<file path="src/verilog/pdsau_pkg.sv">
package pdsau_pkg;

  // Widths of the two address spaces and their words
  localparam int DATA_W = 16;
  localparam int PROG_W = 24;
  localparam int PADDR_W = 24;
  localparam int PC_W = 23;
  localparam int PAGE_W = 8;
  localparam int PSV_LOW_W = 15;
  localparam int PSV_HIT_BIT = 15;
  localparam int CFG_SPACE_BIT = 7;
  localparam int BYTE_SEL_BIT = 0;

  // Program counter steps two per program word
  localparam logic [PC_W-1:0] PC_STEP = 23'h000002;
  localparam logic [PC_W-1:0] PC_RESET = 23'h000000;

  // Fixed X/Y boundary; software has no hold on it
  localparam logic [15:0] Y_FIRST = 16'h0800;
  localparam logic [15:0] Y_LAST = 16'h0fff;
  localparam logic [15:0] RAM_LAST_DEF = 16'h0fff;

  // Extra cycles that a visibility access costs
  localparam logic [1:0] XTRA_NONE = 2'h0;
  localparam logic [1:0] XTRA_ONE = 2'h1;
  localparam logic [1:0] XTRA_TWO = 2'h2;

  localparam logic [15:0] ZERO_WORD = 16'h0000;
  localparam logic [7:0] ZERO_BYTE = 8'h00;

  typedef enum logic [2:0] {
    OP_DATA_READ = 3'h0,
    OP_DATA_WRITE = 3'h1,
    OP_MAC_READ = 3'h2,
    OP_TABLE_READ_LOW = 3'h3,
    OP_TABLE_READ_HIGH = 3'h4,
    OP_TABLE_WRITE_LOW = 3'h5,
    OP_TABLE_WRITE_HIGH = 3'h6
  } pdsau_op_type;

  typedef enum logic [1:0] {
    IC_OTHER = 2'h0,
    IC_MAC_PREFETCH = 2'h1,
    IC_MOVE = 2'h2,
    IC_DOUBLE_MOVE = 2'h3
  } pdsau_iclass_type;

  typedef enum logic [1:0] {
    PTR_X_A = 2'h0,
    PTR_X_B = 2'h1,
    PTR_Y_A = 2'h2,
    PTR_Y_B = 2'h3
  } pdsau_ptr_type;

  typedef enum logic [3:0] {
    ST_IDLE = 4'b0001,
    ST_FETCH = 4'b0010,
    ST_HOLD = 4'b0100,
    ST_WAIT = 4'b1000
  } pdsau_state_type;

  typedef struct packed {
    logic valid;
    pdsau_op_type op;
    pdsau_iclass_type iclass;
    logic byteMode;
    logic [15:0] ea;
    pdsau_ptr_type xPtr;
    logic [15:0] yEa;
    pdsau_ptr_type yPtr;
    logic [15:0] xStep;
    logic [15:0] yStep;
    logic [15:0] wrData;
    logic inRepeat;
    logic repFirst;
    logic repLast;
    logic repIntExit;
    logic repReentry;
  } pdsau_req_type;

  typedef struct packed {
    logic modEn;
    logic [15:0] start;
    logic [15:0] last;
    logic bitRevEn;
    logic [15:0] bitRevMod;
  } pdsau_mod_type;

  typedef struct packed {
    logic valid;
    logic [15:0] xData;
    logic [15:0] yData;
  } pdsau_rsp_type;

endpackage

</file>
<file path="src/verilog/pdsau_agu.sv">
`timescale 1ns/1ps
// Pointer post-modify: plain add, modulo wrap or bit-reversed carry
module pdsau_agu
  import pdsau_pkg::*;
(
  input wire logic [15:0] ptr,
  input wire logic [15:0] step,
  input wire pdsau_mod_type mode,
  input wire logic revAllow,
  output logic [15:0] nextPtr
);

  logic [15:0] sum;
  logic [15:0] revPtr;
  logic [15:0] revMod;
  logic [15:0] revSum;
  logic [15:0] revOut;

  ////////////////////////////////////////////////////////////////////////
  // Bit mirror of pointer, modifier and the mirrored sum
  for (genvar i = 0; i < 16; i++) begin : g_rev
    assign revPtr[i] = ptr[15-i];
    assign revMod[i] = mode.bitRevMod[15-i];
    assign revOut[i] = revSum[15-i];
  end

  assign revSum = revPtr + revMod;
  assign sum = ptr + step;

  ////////////////////////////////////////////////////////////////////////
  // Bit reversal beats modulo when both are asked for
  always_comb begin
    nextPtr = sum;
    if (mode.bitRevEn && revAllow) begin
      nextPtr = revOut;
    end else if (mode.modEn) begin
      // Wrap only on the buffer edge in the direction of travel
      if (!step[15] && ptr == mode.last) begin
        nextPtr = mode.start;
      end else if (step[15] && ptr == mode.start) begin
        nextPtr = mode.last;
      end
    end
  end

endmodule

</file>
<file path="src/verilog/pdsau_core.sv">
`timescale 1ns/1ps
// Functional notes
// - Table read low, word: program bits 15..0 pass unchanged.
// - Table read low, byte: select picks program bits 7..0 or 15..8.
// - Table read high, word: program bits 23..16 in low byte, top zero.
// - Table read high, byte: bits 23..16 when select clear, else zero.
// - Only table high operations reach the top program byte.
// - Program counter steps two per program word.
// - Visibility applies only when address top bit and enable both set.
// - Visibility address: page register above low 15 address bits.
// - Visibility reads return only the low 16 program bits.
// - Visibility mapping is off during table reads and writes.
// - Outside repeat: one extra cycle for prefetch/moves, else two.
// - In repeat: two extra on edge iterations, else none.
// - MAC reads exclude Y from X; others see whole 64K as X.
// - MAC reads use X pointers for X, Y pointers for Y, together.
// - Y bus never writes; data writes outside the visibility window go over X write bus.
// - Y space serves MAC prefetch only, with modulo addressing.
// - X supports modulo always, bit reversal only for writes.
// - The X/Y boundary is a fixed constant.
// - Unimplemented or wrong-space MAC reads return zero.
// - Data addresses are 16-bit byte addresses.
// - Table page bit 7 selects configuration space.
module pdsau_core
  import pdsau_pkg::*;
#(
  parameter logic [15:0] RAM_LAST = RAM_LAST_DEF
)
(
  input wire logic clk,
  input wire logic sys_rst,
  input wire pdsau_req_type req,
  output logic ready,
  input wire logic visibilityEnable,
  input wire logic [PAGE_W-1:0] visibilityPageReg,
  input wire logic [PAGE_W-1:0] tablePageReg,
  input wire pdsau_mod_type xMod,
  input wire pdsau_mod_type yMod,
  input wire logic pcAdvance,
  input wire logic pcLoad,
  input wire logic [PC_W-1:0] pcLoadValue,
  output logic [PC_W-1:0] pc,
  output logic [PADDR_W-1:0] progAddr,
  output logic progRd,
  output logic configSpace,
  input wire logic [PROG_W-1:0] progData,
  output logic [15:0] xRdAddr,
  output logic xRdStrobe,
  input wire logic [15:0] xRdData,
  output logic [15:0] yRdAddr,
  output logic yRdStrobe,
  input wire logic [15:0] yRdData,
  output logic [15:0] xWrAddr,
  output logic xWrStrobe,
  output logic xWrByte,
  output logic [15:0] xWrData,
  output pdsau_rsp_type rsp,
  output logic [15:0] xPtrNext,
  output logic [15:0] yPtrNext
);

  ////////////////////////////////////////////////////////////////////////
  // Helpers
  function automatic logic inYSpace(input logic [15:0] a);
    inYSpace = (a >= Y_FIRST) && (a <= Y_LAST);
  endfunction

  // Byte reads land in the low byte; the top byte reads zero
  function automatic logic [15:0] pickByte(input logic [15:0] w,
                                           input logic sel,
                                           input logic byteMode);
    if (!byteMode) begin
      pickByte = w;
    end else if (sel) begin
      pickByte = {ZERO_BYTE, w[15:8]};
    end else begin
      pickByte = {ZERO_BYTE, w[7:0]};
    end
  endfunction

  // Table steering; the top program byte is reachable only here
  function automatic logic [15:0] tableSteer(input logic [23:0] p,
                                             input logic high,
                                             input logic sel,
                                             input logic byteMode);
    if (!high) begin
      tableSteer = pickByte(p[15:0], sel, byteMode);
    end else if (byteMode && sel) begin
      tableSteer = ZERO_WORD;
    end else begin
      tableSteer = {ZERO_BYTE, p[23:16]};
    end
  endfunction

  ////////////////////////////////////////////////////////////////////////
  // Request decode
  logic take;
  logic isTable;
  logic isTableRead;
  logic isWrite;
  logic isMac;
  logic psvHit;
  logic xZero;
  logic yZero;
  logic xPtrOk;
  logic yPtrOk;
  logic [1:0] extra;
  logic [15:0] aguXNext;
  logic [15:0] aguYNext;

  assign take = ready && req.valid;

  always_comb begin
    isTable = (req.op == OP_TABLE_READ_LOW) ||
              (req.op == OP_TABLE_READ_HIGH) ||
              (req.op == OP_TABLE_WRITE_LOW) ||
              (req.op == OP_TABLE_WRITE_HIGH);
    isTableRead = (req.op == OP_TABLE_READ_LOW) ||
                  (req.op == OP_TABLE_READ_HIGH);
    isWrite = (req.op == OP_DATA_WRITE);
    isMac = (req.op == OP_MAC_READ);
    // Table operations bypass the visibility window entirely
    psvHit = !isTable && visibilityEnable &&
             req.ea[PSV_HIT_BIT];
    xPtrOk = (req.xPtr == PTR_X_A) || (req.xPtr == PTR_X_B);
    yPtrOk = (req.yPtr == PTR_Y_A) || (req.yPtr == PTR_Y_B);
    // Non-MAC reads see Y as part of X; MAC X reads do not
    xZero = !psvHit && (req.ea > RAM_LAST);
    if (isMac) begin
      xZero = xZero || !xPtrOk ||
              (!psvHit && inYSpace(req.ea));
    end
    yZero = !yPtrOk || !inYSpace(req.yEa) ||
            (req.yEa > RAM_LAST);
    // Visibility timing penalty
    extra = XTRA_NONE;
    if (psvHit && !req.inRepeat) begin
      if (req.iclass == IC_OTHER) begin
        extra = XTRA_TWO;
      end else begin
        extra = XTRA_ONE;
      end
    end else if (psvHit) begin
      if (req.repFirst || req.repLast || req.repIntExit ||
          req.repReentry) begin
        extra = XTRA_TWO;
      end
    end
  end

  ////////////////////////////////////////////////////////////////////////
  // Pointer post-modify; Y never bit-reverses, X only on writes
  pdsau_agu u_agu_x (
    .ptr(req.ea),
    .step(req.xStep),
    .mode(xMod),
    .revAllow(isWrite),
    .nextPtr(aguXNext)
  );

  pdsau_agu u_agu_y (
    .ptr(req.yEa),
    .step(req.yStep),
    .mode(yMod),
    .revAllow(1'b0),
    .nextPtr(aguYNext)
  );

  ////////////////////////////////////////////////////////////////////////
  // Program counter
  logic [PC_W-1:0] next_pc;

  always_comb begin
    next_pc = pc;
    if (pcLoad) begin
      next_pc = {pcLoadValue[PC_W-1:1], 1'b0};
    end else if (pcAdvance) begin
      next_pc = pc + PC_STEP;
    end
  end

  always_ff @(posedge clk or posedge sys_rst) begin
    if (sys_rst) begin
      pc <= PC_RESET;
    end else begin
      pc <= next_pc;
    end
  end

  ////////////////////////////////////////////////////////////////////////
  // Access sequencer: issue, hold memory answer, pay extra cycles
  pdsau_state_type state, next_state;
  pdsau_op_type ctxOp, next_ctxOp;
  logic ctxByte, next_ctxByte;
  logic ctxSel, next_ctxSel;
  logic ctxPsv, next_ctxPsv;
  logic ctxXZero, next_ctxXZero;
  logic ctxYZero, next_ctxYZero;
  logic [1:0] extraCnt, next_extraCnt;
  logic next_ready;
  logic [PADDR_W-1:0] next_progAddr;
  logic next_progRd;
  logic next_configSpace;
  logic [15:0] next_xRdAddr;
  logic next_xRdStrobe;
  logic [15:0] next_yRdAddr;
  logic next_yRdStrobe;
  logic [15:0] next_xWrAddr;
  logic next_xWrStrobe;
  logic next_xWrByte;
  logic [15:0] next_xWrData;
  pdsau_rsp_type next_rsp;
  logic [15:0] next_xPtrNext;
  logic [15:0] next_yPtrNext;
  logic [15:0] holdX;

  // Read result from the memory answer of the held request
  always_comb begin
    holdX = ZERO_WORD;
    if (ctxXZero) begin
      holdX = ZERO_WORD;
    end else if (ctxOp == OP_TABLE_READ_LOW) begin
      holdX = tableSteer(progData, 1'b0, ctxSel, ctxByte);
    end else if (ctxOp == OP_TABLE_READ_HIGH) begin
      holdX = tableSteer(progData, 1'b1, ctxSel, ctxByte);
    end else if (ctxOp == OP_DATA_READ || ctxOp == OP_MAC_READ) begin
      if (ctxPsv) begin
        holdX = pickByte(progData[15:0], ctxSel, ctxByte);
      end else begin
        holdX = pickByte(xRdData, ctxSel, ctxByte);
      end
    end
  end

  always_comb begin
    next_state = state;
    next_ctxOp = ctxOp;
    next_ctxByte = ctxByte;
    next_ctxSel = ctxSel;
    next_ctxPsv = ctxPsv;
    next_ctxXZero = ctxXZero;
    next_ctxYZero = ctxYZero;
    next_extraCnt = extraCnt;
    next_progAddr = progAddr;
    next_progRd = 1'b0;
    next_configSpace = configSpace;
    next_xRdAddr = xRdAddr;
    next_xRdStrobe = 1'b0;
    next_yRdAddr = yRdAddr;
    next_yRdStrobe = 1'b0;
    next_xWrAddr = xWrAddr;
    next_xWrStrobe = 1'b0;
    next_xWrByte = xWrByte;
    next_xWrData = xWrData;
    next_rsp = rsp;
    next_rsp.valid = 1'b0;
    next_xPtrNext = xPtrNext;
    next_yPtrNext = yPtrNext;
    unique case (state)
      ST_IDLE: begin
        if (take) begin
          next_state = ST_FETCH;
          next_ctxOp = req.op;
          next_ctxByte = req.byteMode;
          next_ctxSel = req.ea[BYTE_SEL_BIT];
          next_ctxPsv = psvHit;
          next_ctxXZero = xZero && !isTable;
          next_ctxYZero = !isMac || yZero;
          next_extraCnt = extra;
          next_xPtrNext = aguXNext;
          next_yPtrNext = isMac ? aguYNext : yPtrNext;
          if (isTable) begin
            // Configuration space follows the table page top bit
            next_progAddr = {tablePageReg, req.ea};
            next_configSpace = tablePageReg[CFG_SPACE_BIT];
            next_progRd = isTableRead;
          end else if (psvHit) begin
            next_progAddr = {1'b0, visibilityPageReg,
                             req.ea[PSV_LOW_W-1:0]};
            next_configSpace = 1'b0;
            // Program space is not writable through the window
            next_progRd = !isWrite;
          end else if (isWrite) begin
            next_xWrAddr = req.ea;
            next_xWrStrobe = 1'b1;
            next_xWrByte = req.byteMode;
            next_xWrData = req.wrData;
          end else if (!xZero) begin
            next_xRdAddr = req.ea;
            next_xRdStrobe = 1'b1;
          end
          if (isMac && !yZero) begin
            next_yRdAddr = req.yEa;
            next_yRdStrobe = 1'b1;
          end
        end
      end
      ST_FETCH: begin
        next_state = ST_HOLD;
      end
      ST_HOLD: begin
        next_rsp.xData = holdX;
        next_rsp.yData = ctxYZero ? ZERO_WORD : yRdData;
        if (extraCnt == XTRA_NONE) begin
          next_rsp.valid = 1'b1;
          next_state = ST_IDLE;
        end else begin
          next_state = ST_WAIT;
        end
      end
      ST_WAIT: begin
        // Each pass here is one extra cycle charged to the access
        next_extraCnt = extraCnt - XTRA_ONE;
        if (extraCnt == XTRA_ONE) begin
          next_rsp.valid = 1'b1;
          next_state = ST_IDLE;
        end
      end
      default: begin
        next_state = ST_IDLE;
      end
    endcase
    next_ready = (next_state == ST_IDLE);
  end

  always_ff @(posedge clk or posedge sys_rst) begin
    if (sys_rst) begin
      state <= ST_IDLE;
      ready <= 1'b1;
      ctxOp <= OP_DATA_READ;
      ctxByte <= 1'b0;
      ctxSel <= 1'b0;
      ctxPsv <= 1'b0;
      ctxXZero <= 1'b0;
      ctxYZero <= 1'b0;
      extraCnt <= XTRA_NONE;
      progAddr <= '0;
      progRd <= 1'b0;
      configSpace <= 1'b0;
      xRdAddr <= ZERO_WORD;
      xRdStrobe <= 1'b0;
      yRdAddr <= ZERO_WORD;
      yRdStrobe <= 1'b0;
      xWrAddr <= ZERO_WORD;
      xWrStrobe <= 1'b0;
      xWrByte <= 1'b0;
      xWrData <= ZERO_WORD;
      rsp <= '0;
      xPtrNext <= ZERO_WORD;
      yPtrNext <= ZERO_WORD;
    end else begin
      state <= next_state;
      ready <= next_ready;
      ctxOp <= next_ctxOp;
      ctxByte <= next_ctxByte;
      ctxSel <= next_ctxSel;
      ctxPsv <= next_ctxPsv;
      ctxXZero <= next_ctxXZero;
      ctxYZero <= next_ctxYZero;
      extraCnt <= next_extraCnt;
      progAddr <= next_progAddr;
      progRd <= next_progRd;
      configSpace <= next_configSpace;
      xRdAddr <= next_xRdAddr;
      xRdStrobe <= next_xRdStrobe;
      yRdAddr <= next_yRdAddr;
      yRdStrobe <= next_yRdStrobe;
      xWrAddr <= next_xWrAddr;
      xWrStrobe <= next_xWrStrobe;
      xWrByte <= next_xWrByte;
      xWrData <= next_xWrData;
      rsp <= next_rsp;
      xPtrNext <= next_xPtrNext;
      yPtrNext <= next_yPtrNext;
    end
  end

endmodule

</file>
<file path="config.mk">
export PLATFORM = sky130hd
export DESIGN_NAME = pdsau_core
export DESIGN_NICKNAME = d
export VERILOG_FILES = /design/src/verilog/pdsau_pkg.sv /design/src/verilog/pdsau_agu.sv /design/src/verilog/pdsau_core.sv
export SDC_FILE = /design/constraint.sdc
export NUM_CORES = 1
export LEC_CHECK = 0
export BUFFER_PORTS_ARGS = -buffer_cell sky130_fd_sc_hd__clkbuf_2
export CAP_MARGIN = 20
export CORE_AREA = 2 2 184 186
export CTS_BUF_LIST = sky130_fd_sc_hd__clkbuf_2
export DETAILED_ROUTE_END_ITERATION = 12
export DIE_AREA = 0 0 186 188
export PLACE_DENSITY = 0.73
export REMOVE_ABC_BUFFERS = 1
export SYNTH_ARGS = -nofsm -noshare
export SYNTH_HDL_FRONTEND = slang
export SYNTH_SLANG_ARGS = --single-unit
</file>
<file path="constraint.sdc">
create_clock -name clk -period 9.7 [get_ports clk]
set_input_delay 1.94 -clock clk [delete_from_list [all_inputs] [get_ports clk]]
set_output_delay 1.94 -clock clk [all_outputs]
set_load 0.02 [all_outputs]
</file>
==> metrics <==
GRT Residual Overflow=0; dpl ws=4980 ps; Syn-to-layout area delta=25.8%; initial core utilization=35.2%; Crit path buffers/inverters=1; EDFF count, synth=0; Core Area=0.0331 mm^2; RR Startpoint=state[0]; placement-stage cell area=0.0144 mm^2; Critical Path End Type=flip-flop; Mapped Area=0.0116 mm^2; worst stage delay on the critical path=800 ps; family with the most delay on the worst path=simple AND/OR/NAND/NOR gates; final wirelength=39.2 mm; critical path data arrival time=4660 ps; max-cap violations=0; fin area=0.0146 mm^2; CTS resizes=0; total setup buffers inserted after CTS=0; final worst slack=5820 ps; first-pass GRT wire length=59.4 mm; initial antenna violation count=2; worst min-delay path category=flip-flop to flip-flop; setup TNS=0 ps; width of the die=186 um; CTS tree=built; leak pwr=7.30 nW; DP Cell Count=2080; Worst R2R Setup Slack=6690 ps; commonest non-fill, non-tap cells in the layout=475 x clkbuf_2, 193 x dfrtp_1, 151 x nand2_1; Peak Freq=0.258 GHz; H-tree level count=4; fin. max-slew vios=0; Synth warnings=0; initial DRC count=553; async set or reset register ratio after synthesis=100%; root buf cell=clkbuf_2; Hold Buf Count CTS=0; Crit Path Class=input port to flip-flop; drt via density=5.21; Yosys cell types=73; clock skew=64.5 ps; DRT antenna net count=0; hold path start=yRdAddr[11]; Syn Area/Cell=9.59 um^2; clk buf depth=2; GRT Resource Usage Total=22.1%; Die H=188 um; Critical path origin=req[65]; sequential element share of the synthesized area=41.9%; min cycle time layout=3880 ps; final instance count without filler cells=2116; pin count of the biggest net entering global routing=73; routed vias=11015; Primary FF master, synth=dfrtp_1; Worst-Skew Late Latency=860 ps; nets@finish=2000; status=completed; Worst slew margin=37.2%; VDD IR max=0.161 mV; DRC errors left=0; DR pass1 iterations=5; layout cells sized above 1=35.5%; Max stage delay cell, worst path=or4_1; die area=0.0350 mm^2; routed wire length per instance=18.5 um; Final Setup Violations=0; TritonCTS buffer count=17; Mapped Cells=1215; # port buffers=457; fin crit share=40.0%; Final Wtd Congestion=0.952; cell chain of the critical path=clkbuf_2, xor2_1, nor4_1, nand3_1, or4_1, a21boi_4, o21ai_0, o21ai_1; commonest non-fill, non-tap cell in the layout=clkbuf_2; Yosys reg bits=195; Req. time, crit path=10480 ps; CP startpoint kind=input port; clk sinks=195; dpl hpwl=31.0 mm; IO Pins=479; Worst-path clk slew=270 ps; RSZ-0062 raised after global routing=no; Design Power=3.25 mW; worst-path fanout max=22; power density over cell area=222 mW/mm^2; row count=67; Worst Max-Slew Pin Slew=942 ps; vias in the first global route=10984; Final Hold Viols=0
-- Yosys cell counts, drive strengths merged (9+ instances only) --
cell | instances | share of area, %
nor2 | 66 | 2.1
nor4 | 13 | 0.70
nor2b | 14 | 0.75
or3 | 12 | 0.64
nand2 | 151 | 4.9
or2 | 9 | 0.48
nand2b | 23 | 1.2
inv | 29 | 0.93
nand3 | 21 | 0.90
o22ai | 26 | 1.4
buf | 22 | 1.2
dfrtp | 193 | 41
nand4 | 11 | 0.59
mux2 | 72 | 7.0
a22o | 12 | 0.90
xnor2 | 62 | 4.7
o21ai | 117 | 5.0
a211oi | 11 | 0.75
mux2i | 33 | 2.8
xor2 | 59 | 4.4
ha | 48 | 5.2
nor3 | 20 | 0.90
clkbuf | 28 | 0.90
a21oi | 68 | 2.9
-- state kept, by name, indices dropped and copies added, names as in the netlist, 4 cells and up --
register and count:
pc 22, progAddr 24, rsp 33, state 4
xPtrNext 16, xRdAddr 16, xWrAddr 16, xWrData 16
yPtrNext 16, yRdAddr 16
-- final timing paths --
| check | endpoint | cells after the start |
|---|---|---|
| worst max-delay path | yPtrNext[8] | 8 |
| worst min-delay path | yRdAddr[11] | 1 |
| worst max register to register | xRdAddr[2] | 7 |
| worst min register to register | yRdAddr[11] | 1 |
| max in group asynchronous | progAddr[23] | 3 |
| min in group asynchronous | pc[21] | 2 |
-- cell type report --
cell class	instances	area, um^2
Timing Repair Buffer	469	2390
Inverter	29	116
Fill cell	3255	18500
Clock buffer	18	90.1
Multi-Input combinational cell	941	6450
Tap cell	448	561
Antenna cell	2	5.00
Clock inverter	14	150
Sequential cell	195	4880
-- where the power goes --
group	internal (mW)	leakage [nW]	switching (mW)
clock network	0.103	0.142	0.309
registers	1.11	2.41	0.187
logic	0.579	4.74	0.956
total	1.80	7.30	1.45
-- cells by family (layout without fill, tap and decap cells) --
group	count (synthesis)	after routing	share of synthesized area, %
other	1	3	0.0322
flip-flops	195	195	41.9
multiplexers	105	105	9.80
AND/OR/NAND/NOR	368	368	15.1
buffers and inverters	79	530	3.04
XOR/XNOR	121	121	9.10
AO/OA/AOI/OAI	295	295	15.3
adder cells (fa/ha/maj)	51	51	5.67
-- per-stage QoR --
| step | hold slack (ps) | util, % |
|---|---|---|
| after floorplan | 460 | - |
| after global placement | 453 | 43.4 |
| after detailed placement | 464 | 43.5 |
| after CTS | 520 | 44.2 |
| after global routing | 538 | 44.2 |
| final | 510 | 44.2 |
-- per-layer routing --
metal	track usage, %	wire length, um
met2	36.9	18600
met5	0	0
met3	5.09	3190
met1	27.0	15900
met4	10.2	1470
(Power assumes the default switching activity.)
